## src/trh_pkg.sv

```systemverilog
// Purpose: Shared constants for the health-gated random output block
// Assumes: One 25 MHz system clock, active-low asynchronous reset
// Notes: Test thresholds are plain defaults, tune per entropy source
package trh_pkg;

	// ------------------------------------------------------------
	// Timing and test sizes
	// ------------------------------------------------------------
	localparam int CLK_PERIOD_NS = 40;
	localparam int STARTUP_BITS = 1024;           // Raw bits seen before first release
	localparam int RUN_LIMIT = 32;                // Identical raw bits meaning total failure
	localparam int WIN_BITS = 256;                // Online test window length
	localparam int ONES_LO = 96;                  // Least tolerable count of ones per window
	localparam int ONES_HI = 160;                 // Largest tolerable count of ones per window
	localparam int SELFTEST_CYC = 4;              // Cycles the forced alarm is held

	// Operating phases
	typedef enum logic [1:0] {
		TRH_STARTUP,
		TRH_RUN,
		TRH_FAILED
	} trh_state_type;

endpackage

```

## src/trh_gate.sv

```systemverilog
// Purpose: Health tests and output gating for a physical random source
// Assumes: Raw bits arrive synchronous to SYS_CLK with a valid strobe
// Notes: Any failure is permanent until reset; output never resumes
`timescale 1ns/100ps
module trh_gate #(
	parameter int STARTUP_N = trh_pkg::STARTUP_BITS,
	parameter int RUN_N = trh_pkg::RUN_LIMIT
) (
	// Clock and reset
	input wire logic SYS_CLK,
	input wire logic RESETN,
	// Raw entropy stream
	input wire logic RAW_VALID,
	input wire logic RAW_BIT,
	// Consumer controls
	input wire logic WIDE_MODE,
	input wire logic SELFTEST_REQ,
	// Random output
	output logic [15:0] RND_WORD,
	output logic RND_VALID,
	// Status
	output logic READY,
	output logic ALARM,
	output logic ALARM_LINE
);
	localparam int SW = $clog2(STARTUP_N + 1);
	localparam int RW = $clog2(RUN_N + 1);

	trh_pkg::trh_state_type state_r, state_nxt;
	logic [SW-1:0] boot_cnt_r, boot_cnt_nxt;
	logic [RW-1:0] run_cnt_r, run_cnt_nxt;
	logic last_bit_r, last_bit_nxt;
	logic [15:0] shift_r, shift_nxt;
	logic [4:0] fill_r, fill_nxt;
	logic [15:0] prev_word_r, prev_word_nxt;
	logic have_prev_r, have_prev_nxt;
	logic [15:0] word_r, word_nxt;
	logic valid_r, valid_nxt;
	logic alarm_r, alarm_nxt;
	logic ready_r, ready_nxt;
	logic [2:0] st_cnt_r, st_cnt_nxt;
	logic line_r, line_nxt;
	logic win_done, win_fail;
	logic total_fail, word_full, repeat_fail;
	logic [15:0] new_word;

	// ------------------------------------------------------------
	// Online statistical test
	// ------------------------------------------------------------
	// Runs on every raw bit, in every phase, so a window bounds detection
	trh_window_test #(
		.WIN(trh_pkg::WIN_BITS),
		.LO(trh_pkg::ONES_LO),
		.HI(trh_pkg::ONES_HI)
	) u_win (
		.clk(SYS_CLK),
		.resetn(RESETN),
		.bit_valid(RAW_VALID),
		.bit_in(RAW_BIT),
		.win_done(win_done),
		.win_fail(win_fail)
	);

	// ------------------------------------------------------------
	// Total failure, assembly and gating
	// ------------------------------------------------------------
	// Stuck source shows as a long run of identical raw bits
	always_comb begin
		run_cnt_nxt = run_cnt_r;
		last_bit_nxt = last_bit_r;
		total_fail = 1'b0;
		if (RAW_VALID) begin
			last_bit_nxt = RAW_BIT;
			if (RAW_BIT == last_bit_r) begin
				// Count holds repeats after the first bit, so RUN_N bits end at RUN_N-2
				if (run_cnt_r == RW'(RUN_N - 2)) begin
					total_fail = 1'b1;
					run_cnt_nxt = run_cnt_r;
				end else begin
					run_cnt_nxt = run_cnt_r + 1'b1;
				end
			end else begin
				run_cnt_nxt = '0;
			end
		end
	end

	// Word packing; width chosen by WIDE_MODE, narrow words sit low
	always_comb begin
		shift_nxt = shift_r;
		fill_nxt = fill_r;
		word_full = 1'b0;
		if (RAW_VALID) begin
			shift_nxt = {shift_r[14:0], RAW_BIT};
			if (fill_r == (WIDE_MODE ? 5'h0f : 5'h07)) begin
				word_full = 1'b1;
				fill_nxt = 5'h00;
			end else begin
				fill_nxt = fill_r + 5'h01;
			end
		end
		new_word = WIDE_MODE ? shift_nxt : {8'h00, shift_nxt[7:0]};
	end

	// Continuous test: a word equal to the previous one is a failure
	assign repeat_fail = word_full && have_prev_r && (new_word == prev_word_r);

	// Phase control and output gating
	always_comb begin
		state_nxt = state_r;
		boot_cnt_nxt = boot_cnt_r;
		prev_word_nxt = prev_word_r;
		have_prev_nxt = have_prev_r;
		word_nxt = word_r;
		valid_nxt = 1'b0;
		alarm_nxt = alarm_r;
		unique case (state_r)
			trh_pkg::TRH_STARTUP: begin
				// Nothing leaves until enough bits and a passing window
				if (RAW_VALID && boot_cnt_r != SW'(STARTUP_N)) begin
					boot_cnt_nxt = boot_cnt_r + 1'b1;
				end
				if (boot_cnt_r == SW'(STARTUP_N) && win_done && !win_fail) begin
					state_nxt = trh_pkg::TRH_RUN;
				end
			end
			trh_pkg::TRH_RUN: begin
				if (word_full) begin
					prev_word_nxt = new_word;
					have_prev_nxt = 1'b1;
					word_nxt = new_word;
					valid_nxt = 1'b1;
				end
			end
			trh_pkg::TRH_FAILED: begin
			end
		endcase
		// Failure in the same cycle as word completion drops that word
		if (total_fail || (win_done && win_fail) || repeat_fail) begin
			state_nxt = trh_pkg::TRH_FAILED;
			valid_nxt = 1'b0;
			alarm_nxt = 1'b1;
		end
		if (state_r == trh_pkg::TRH_FAILED) begin
			valid_nxt = 1'b0;
		end
		// Ready is registered so the pin comes straight from a flop
		ready_nxt = (state_nxt == trh_pkg::TRH_RUN);
	end

	// Self-test drives the alarm line for a fixed time on request
	always_comb begin
		st_cnt_nxt = st_cnt_r;
		if (SELFTEST_REQ && st_cnt_r == 3'h0) begin
			st_cnt_nxt = 3'(trh_pkg::SELFTEST_CYC);
		end else if (st_cnt_r != 3'h0) begin
			st_cnt_nxt = st_cnt_r - 3'h1;
		end
		line_nxt = alarm_nxt || (st_cnt_nxt != 3'h0);
	end

	always_ff @(posedge SYS_CLK or negedge RESETN) begin
		if (!RESETN) begin
			state_r <= trh_pkg::TRH_STARTUP;
			boot_cnt_r <= '0;
			run_cnt_r <= '0;
			last_bit_r <= 1'b0;
			shift_r <= 16'h0000;
			fill_r <= 5'h00;
			prev_word_r <= 16'h0000;
			have_prev_r <= 1'b0;
			word_r <= 16'h0000;
			valid_r <= 1'b0;
			alarm_r <= 1'b0;
			ready_r <= 1'b0;
			st_cnt_r <= 3'h0;
			line_r <= 1'b0;
		end else begin
			state_r <= state_nxt;
			boot_cnt_r <= boot_cnt_nxt;
			run_cnt_r <= run_cnt_nxt;
			last_bit_r <= last_bit_nxt;
			shift_r <= shift_nxt;
			fill_r <= fill_nxt;
			prev_word_r <= prev_word_nxt;
			have_prev_r <= have_prev_nxt;
			word_r <= word_nxt;
			valid_r <= valid_nxt;
			alarm_r <= alarm_nxt;
			ready_r <= ready_nxt;
			st_cnt_r <= st_cnt_nxt;
			line_r <= line_nxt;
		end
	end

	assign RND_WORD = word_r;
	assign RND_VALID = valid_r;
	assign READY = ready_r;
	assign ALARM = alarm_r;
	assign ALARM_LINE = line_r;

	// ------------------------------------------------------------
	// Assertions
	// ------------------------------------------------------------
	a_no_out_failed: assert property (@(posedge SYS_CLK) disable iff (!RESETN)
		$past(state_r) == trh_pkg::TRH_FAILED |-> !RND_VALID)
		else $error("Output word after failure");
	a_fail_drops: assert property (@(posedge SYS_CLK) disable iff (!RESETN)
		total_fail |=> !RND_VALID ##1 !RND_VALID)
		else $error("Word escaped after total failure");
	a_win_fail_alarm: assert property (@(posedge SYS_CLK) disable iff (!RESETN)
		win_done && win_fail |=> ALARM && state_r == trh_pkg::TRH_FAILED)
		else $error("Online defect not flagged");
	a_boot_gate: assert property (@(posedge SYS_CLK) disable iff (!RESETN)
		state_r == trh_pkg::TRH_STARTUP |=> !RND_VALID)
		else $error("Output before start-up test");
	a_width_narrow: assert property (@(posedge SYS_CLK) disable iff (!RESETN)
		RND_VALID && !$past(WIDE_MODE) |-> RND_WORD[15:8] == 8'h00)
		else $error("Narrow word has high bits");
	a_repeat_stop: assert property (@(posedge SYS_CLK) disable iff (!RESETN)
		repeat_fail |=> !RND_VALID && ALARM)
		else $error("Repeated word not caught");
	a_selftest_line: assert property (@(posedge SYS_CLK) disable iff (!RESETN)
		SELFTEST_REQ && st_cnt_r == 3'h0 |=> ALARM_LINE [*4])
		else $error("Self-test did not drive alarm line");
	a_valid_ready: assert property (@(posedge SYS_CLK) disable iff (!RESETN)
		RND_VALID |-> $past(state_r) == trh_pkg::TRH_RUN)
		else $error("Valid while output withheld");
	a_alarm_sticky: assert property (@(posedge SYS_CLK) disable iff (!RESETN)
		ALARM |=> ALARM)
		else $error("Alarm flag cleared without reset");

endmodule // trh_gate

```

## src/trh_window_test.sv

```systemverilog
// Purpose: Windowed ones-count statistical test on the raw bit stream
// Assumes: One raw bit per cycle when bit_valid is high
// Notes: Reports one pass or fail pulse at each window end
`timescale 1ns/100ps
module trh_window_test #(
	parameter int WIN = trh_pkg::WIN_BITS,
	parameter int LO = trh_pkg::ONES_LO,
	parameter int HI = trh_pkg::ONES_HI
) (
	// Clock and reset
	input wire logic clk,
	input wire logic resetn,
	// Raw stream
	input wire logic bit_valid,
	input wire logic bit_in,
	// Verdict
	output logic win_done,
	output logic win_fail
);
	localparam int CW = $clog2(WIN + 1);

	logic [CW-1:0] cnt_r, cnt_nxt;
	logic [CW-1:0] ones_r, ones_nxt;
	logic done_r, done_nxt;
	logic fail_r, fail_nxt;
	logic [CW-1:0] ones_sum;

	// Count bits and ones, judge at the window end
	always_comb begin
		ones_sum = ones_r + CW'(bit_in);
		cnt_nxt = cnt_r;
		ones_nxt = ones_r;
		done_nxt = 1'b0;
		fail_nxt = 1'b0;
		if (bit_valid) begin
			if (cnt_r == CW'(WIN - 1)) begin
				done_nxt = 1'b1;
				fail_nxt = (ones_sum < CW'(LO)) || (ones_sum > CW'(HI));
				cnt_nxt = '0;
				ones_nxt = '0;
			end else begin
				cnt_nxt = cnt_r + 1'b1;
				ones_nxt = ones_sum;
			end
		end
	end

	always_ff @(posedge clk or negedge resetn) begin
		if (!resetn) begin
			cnt_r <= '0;
			ones_r <= '0;
			done_r <= 1'b0;
			fail_r <= 1'b0;
		end else begin
			cnt_r <= cnt_nxt;
			ones_r <= ones_nxt;
			done_r <= done_nxt;
			fail_r <= fail_nxt;
		end
	end

	assign win_done = done_r;
	assign win_fail = fail_r;

endmodule // trh_window_test

```

## config.mk

```make
export PLATFORM = sky130hd
export DESIGN_NAME = trh_gate
export DESIGN_NICKNAME = d
export VERILOG_FILES = /design/src/trh_pkg.sv /design/src/trh_gate.sv /design/src/trh_window_test.sv
export SDC_FILE = /design/constraint.sdc
export NUM_CORES = 1
export LEC_CHECK = 0
export BUFFER_PORTS_ARGS = -buffer_cell sky130_fd_sc_hd__buf_2
export CORE_AREA = 4 4 89 91
export DETAILED_ROUTE_END_ITERATION = 8
export DIE_AREA = 0 0 93 95
export HOLD_SLACK_MARGIN = 0.06
export PLACE_DENSITY_LB_ADDON = 0.2
export SYNTH_ARGS = -nofsm -noshare
export SYNTH_HDL_FRONTEND = slang
export SYNTH_HIERARCHICAL = 1
export SYNTH_SLANG_ARGS = --single-unit
export TNS_END_PERCENT = 30
```

## constraint.sdc

```tcl
create_clock -name SYS_CLK -period 2.3 [get_ports SYS_CLK]
set_clock_uncertainty 0.1 [all_clocks]
set_input_delay 0.345 -clock SYS_CLK [delete_from_list [all_inputs] [get_ports SYS_CLK]]
set_output_delay 0.345 -clock SYS_CLK [all_outputs]
set_load 0.03 [all_outputs]
```

# Word-level counts from Yosys, hierarchy flattened
# Index checks and enable logic that the tools add are counted.
# W data, S select, Z words.
[totals]
memories = 0
regBits = 85
rom_bits = 0
inputBits = 6
out_inout_bits = 20
ramBits = 0
latch_bits = 0
[op_classes]
n_lt_le_gt_ge = 2
n_addsub = 6
reduce_logical = 19
n_eq_ne = 11
mux = 27
div_mod_pow = 0
multipliers = 0
bitwise_logic = 0
shifts = 0
[op_table]
columns = ["operator", "count"]
rows = [
  ["$mux W16", 2],
  ["$mux W9", 2],
  ["$eq A16 B16 Y1", 1],
  ["$mux W1", 14],
  ["$mux W6", 2],
  ["$add A11 B1 Y11 const B", 1],
  ["$eq A11 B11 Y1 const B", 1],
  ["$ne A11 B11 Y1 const B", 1],
  ["$add A9 B1 Y9", 1],
  ["$add A9 B1 Y9 const B", 1],
  ["$eq A9 B8 Y1 const B", 1],
  ["$gt A9 B8 Y1 const B", 1],
  ["$lt A9 B7 Y1 const B", 1],
  ["$logic_and A1 B1 Y1", 7],
  ["$add A6 B1 Y6 const B", 1],
  ["$eq A6 B5 Y1 const B", 1],
  ["$mux W2", 3],
  ["$mux W3", 2],
  ["$reduce_and A2 Y1", 3],
  ["$reduce_bool A3 Y1", 2],
  ["$add A5 B1 Y5 const B", 1],
  ["$eq A5 B4 Y1", 1],
  ["$mux W5", 1],
  ["$eq A2 B1 Y1 const B", 2],
  ["9 further kinds", 12],
]

# Longest topological paths before layout
[depth]
ltp_word = 9
depth_mapped = 9

# By module
# The synthesis kept the hierarchy.
[modules_own_cells]
columns = ["mod", "cells_per_inst", "seq_area_each_um2", "n_inst", "area_per_inst_um2"]
rows = [
  ["trh_gate", 286, 1626.6, 1, 3079.2],
  ["trh_window_test", 111, 500.5, 1, 1117.3],
]

# Least setup slack after synthesis
# No wires, ideal clock.
[synth_path]
path_kind = "reg-to-reg"
startpoint = "register u_win.ones_r[0]"
endpoint = "register u_win.fail_r (netlist: u_win/win_fail)"
required_time_ps = 2070
path_stages_with_launch = 8
arrival_time_ps = 1752
path_slack_ps = 318
path_cell_list = "dfrtp_1 ha_1 ha_1 or4_1 a2bb2oi_1 a22o_1 nand2_1 a31oi_1"
[synth_between]
elab_chain_len = 5
[synth_lines]
columns = ["item", "line", "text"]
rows = [
  ["start: declaration", "trh_window_test.sv:23", "logic [CW-1:0] ones_r, ones_nxt;"],
  ["start signal: assignment", "trh_window_test.sv:56", "ones_r <= ones_nxt;"],
  ["$add A9 B1 Y9 *", "trh_window_test.sv:30", "ones_sum = ones_r + CW'(bit_in);"],
  ["$lt A9 B7 Y1 / $gt A9 B8 Y1 (equally long branches)", "trh_window_test.sv:38", "fail_nxt = (ones_sum < CW'(LO)) || (ones_sum > CW'(HI));"],
  ["$logic_or A1 B1 Y1 *", "trh_window_test.sv:38", ""],
  ["$mux W1 *", "trh_window_test.sv:36", "if (cnt_r == CW'(WIN - 1)) begin"],
  ["$mux W1 *", "trh_window_test.sv:35", "if (bit_valid) begin"],
  ["via u_win.fail_nxt", "trh_window_test.sv:25", "logic fail_r, fail_nxt;"],
  ["end signal: assignment", "trh_window_test.sv:58", "fail_r <= fail_nxt;"],
  ["end: declaration", "trh_window_test.sv:25", ""],
]
# Mark *: on every way through the listed nets, which the timed path passes. The rest lies on a longest branch.
# A chain may end at the register's enable or synchronous reset.

# Final worst setup path
# Same ends and word-level chain as after synthesis.

==> reports/summary.txt <==
Status -> finished clean
Worst-Skew Late Latency -> 0.35 ns
Clock sink total -> 85
Worst-path cell chain -> ha_1, ha_1, or4_1, a2bb2oi_1, a22o_1, nand2_1, a31oi_1
Final setup violation count -> 0
Largest net degree at the start of global routing -> 57
Setup ws final -> 0.1662 ns
Static Leak -> 2.211 nW
Most Frequent Cell on Critical Path -> ha_1
ANT cells -> 0
WL/cell -> 14.76 um
Critical path class -> reg2reg
Worst Path Arrival -> 2.25 ns
Root buffer cell -> clkbuf_8
Die area -> 8835 um2
Max transition margin -> 70.76%
Global Route Usage Sum -> 20.15%
FMAX -> 468.6 MHz
Worst R2R Path Depth -> 7
Post-Syn Area per Cell -> 10.57 um2
Max Root-Sink Buffers -> 2
Vias post-DR -> 3021
Crit. End Element -> flip-flop
Setup repair bufs after CTS -> 0
CP peak stage delay -> 0.49 ns
Critical Path Slowest Stage Cell -> or4_1
Largest fanout on the critical path -> 3
WP depth -> 7
Post-layout nets -> 450
GRT overflow -> 0
DRT Pass-1 Iters -> 4
HP Class -> in2reg
Placer Congestion -> 0.7972
Post-Synthesis Cells -> 397
Starting density of the core -> 58.80%
Via density per instance -> 5.615
Cell taking the most area after synthesis -> dfrtp_1
Final WL -> 7.939 mm
Share of cells above drive strength 1 -> 19.13%
DIE HEIGHT -> 95 um
DP HPWL -> 5.572 mm
Fin cells -> 538
Post-route DRC violation count -> 0
H-tree depth -> 3
Multi-input gate area -> 1938 um2
CP Data Required Time -> 2.42 ns
Post-synth EDFFs -> 0
FP Rows -> 31
Worst hold path stage count -> 2
Seq/Total Area, Yosys -> 50.69%
Most common cell in the netlist -> dfrtp_1
Synth Flop Type -> dfrtp_1
Clk pin slew, worst setup/hold paths -> 0.08 ns
Pwr Total -> 5.003 mW
Antenna violations before repair -> 0
Storage element area -> 2127 um2
Hold Fails Final Rpt -> 0
Max IR drop VDD -> 0.7090 mV
Synth Cell Area -> 4197 um2
Yosys top cell area share -> 50.69%
Slew @ Worst Pin -> 0.4372 ns
Fin crit share -> 92.78%
Critical R2R Capture -> u_win/win_fail
CP bufs+invs -> 0
CTS Buf Count -> 9
RSZ-0062 raised after global routing -> false
Reg-to-reg startpoint -> u_win/ones_r[0]
Vias in the first global route -> 3076
DP Worst Slack -> -0.07564 ns
CTS tree -> done
Die Width -> 93 um
Pwr dens -> 1062 nW/um2
Area contributors post-synth -> dfrtp_1, nand2_1, mux2_2, xnor2_1, xor2_1
Yosys cell types -> 48
Final max-slew violation count -> 0
Startpoint Class -> flip-flop
Setup slack, reg-to-reg -> 0.17 ns
Register bit total from synthesis -> 85
DR iter-0 viols -> 129
Final min period -> 2.134 ns
Synth cell count leaders -> dfrtp_1, nand2_1, xnor2_1, nand3_1, mux2_2
Ys async rst share -> 100.0%
Hold endpoint -> last_bit_r
Crit path max-delay family -> simple AND/OR/NAND/NOR gates
Antenna-violating nets left -> 0
Port bufs -> 25
Hold_sp -> RAW_BIT
Synth-to-layout area growth -> 12.25%
Syn nets -> 413
Syn. warnings -> 6
I/O pin total -> 26
Cells after DPL -> 521
Core ar. -> 7137 um2
Max-cap violations -> 0
Filler Cell Count -> 600
First-pass GRT wire length -> 14.11 mm
worst max-delay path by stage:
| stage | start | endpoint | slack (ns) |
|---|---|---|---|
| floorplan | u_win/ones_r[0] | u_win/win_fail | 0.32 |
| global placement | RAW_VALID | ALARM_LINE | 0.0003 |
| detailed placement | RAW_VALID | ALARM_LINE | -0.08 |
| CTS | st_cnt_r[0] | ALARM_LINE | 0.16 |
| global route | u_win/ones_r[0] | u_win/win_fail | 0.06 |
| finish | u_win/ones_r[0] | u_win/win_fail | 0.17 |
power breakdown:
| group | internal (mW) | switching, mW |
|---|---|---|
| logic | 0.692 | 0.903 |
| clock network | 0.518 | 0.560 |
| registers | 1.92 | 0.412 |
placed cells by master (no fill, tap or decap), drive strengths merged, types with 2 or more instances in the layout:
master and count:
xnor2 23, nor3b 2, clkinv 2, o21ai 15, ha 10, o31ai 3
buf 41, a21o 2, clkbuf 9, mux2 19, inv 17, a21oi 8
xor2 16, nand2 59, or3 6, and3 7, nor4b 2, nor2b 4
and4bb 2, a22oi 3, nand3b 5, a22o 6, a31oi 11, dfrtp 85
nor4 7, nor3 4, o22ai 3, and4 3, and2 2, nand4 9
nor2 16, or4 2, nand3 22, mux2i 4
sequential cells by signal, indices dropped and copies added (netlist names), 2 cells and up:
name and count:
RND_WORD 16, boot_cnt_r 11, fill_r 5, run_cnt_r 6, shift_r 16, st_cnt_r 3
state_r 2, u_win/cnt_r 9, u_win/ones_r 9
logic make-up (layout without fill, tap and decap cells):
family / count (synthesis) / after routing / share of synthesized area (%)
and+or+nand+nor: 154 / 154 / 19.53
DFF: 85 / 85 / 50.69
AOI/OAI and AO/OA: 57 / 57 / 9.332
xor gates and xnor gates: 39 / 39 / 8.139
buffers and inverters: 29 / 71 / 3.190
muxes: 23 / 23 / 6.142
adders and majority gates: 10 / 10 / 2.982
metal layers:
layer	track usage, %	vias to the layer above	routed length, um
li1	-	1477	-
met1	26.80	1489	3796
met2	33.17	43	3801
met3	3.108	12	217
met4	8.303	0	123
met5	0	-	0
metrics by stage:
stage | TNS (ns) | hold WS (ns) | area [um2] | utilization, %
finish | 0 | 0.2067 | 4711 | 66.01
global route | 0 | 0.2132 | 4711 | 66.01
CTS | 0 | 0.1956 | 4708 | 65.97
detailed placement | -0.1370 | 0.2064 | 4496 | 62.99
global placement | 0 | 0.1963 | 4496 | 62.99
floorplan | 0 | -0.05059 | 4197 | -
what timing repair did:
| action | 4_1_cts | 5_1_grt |
|---|---|---|
| endpoints found under the setup margin | 0 | 1 |
| hold buffers | 1 | 0 |
| hold endpoints to repair | 29 | 0 |
| gates resized for setup | 0 | 1 |
final cells by class:
| cell class | count | share of cell area (%) |
|---|---|---|
| Clock inverter | 7 | 1.673 |
| Clock buffer | 9 | 2.629 |
| Tap cell | 99 | 2.629 |
| Inverter | 13 | 1.036 |
| Sequential cell | 85 | 45.15 |
| Multi-Input combinational cell | 283 | 41.14 |
| Timing Repair Buffer | 42 | 5.737 |
No activity file was read; power rests on OpenSTA's default activity.
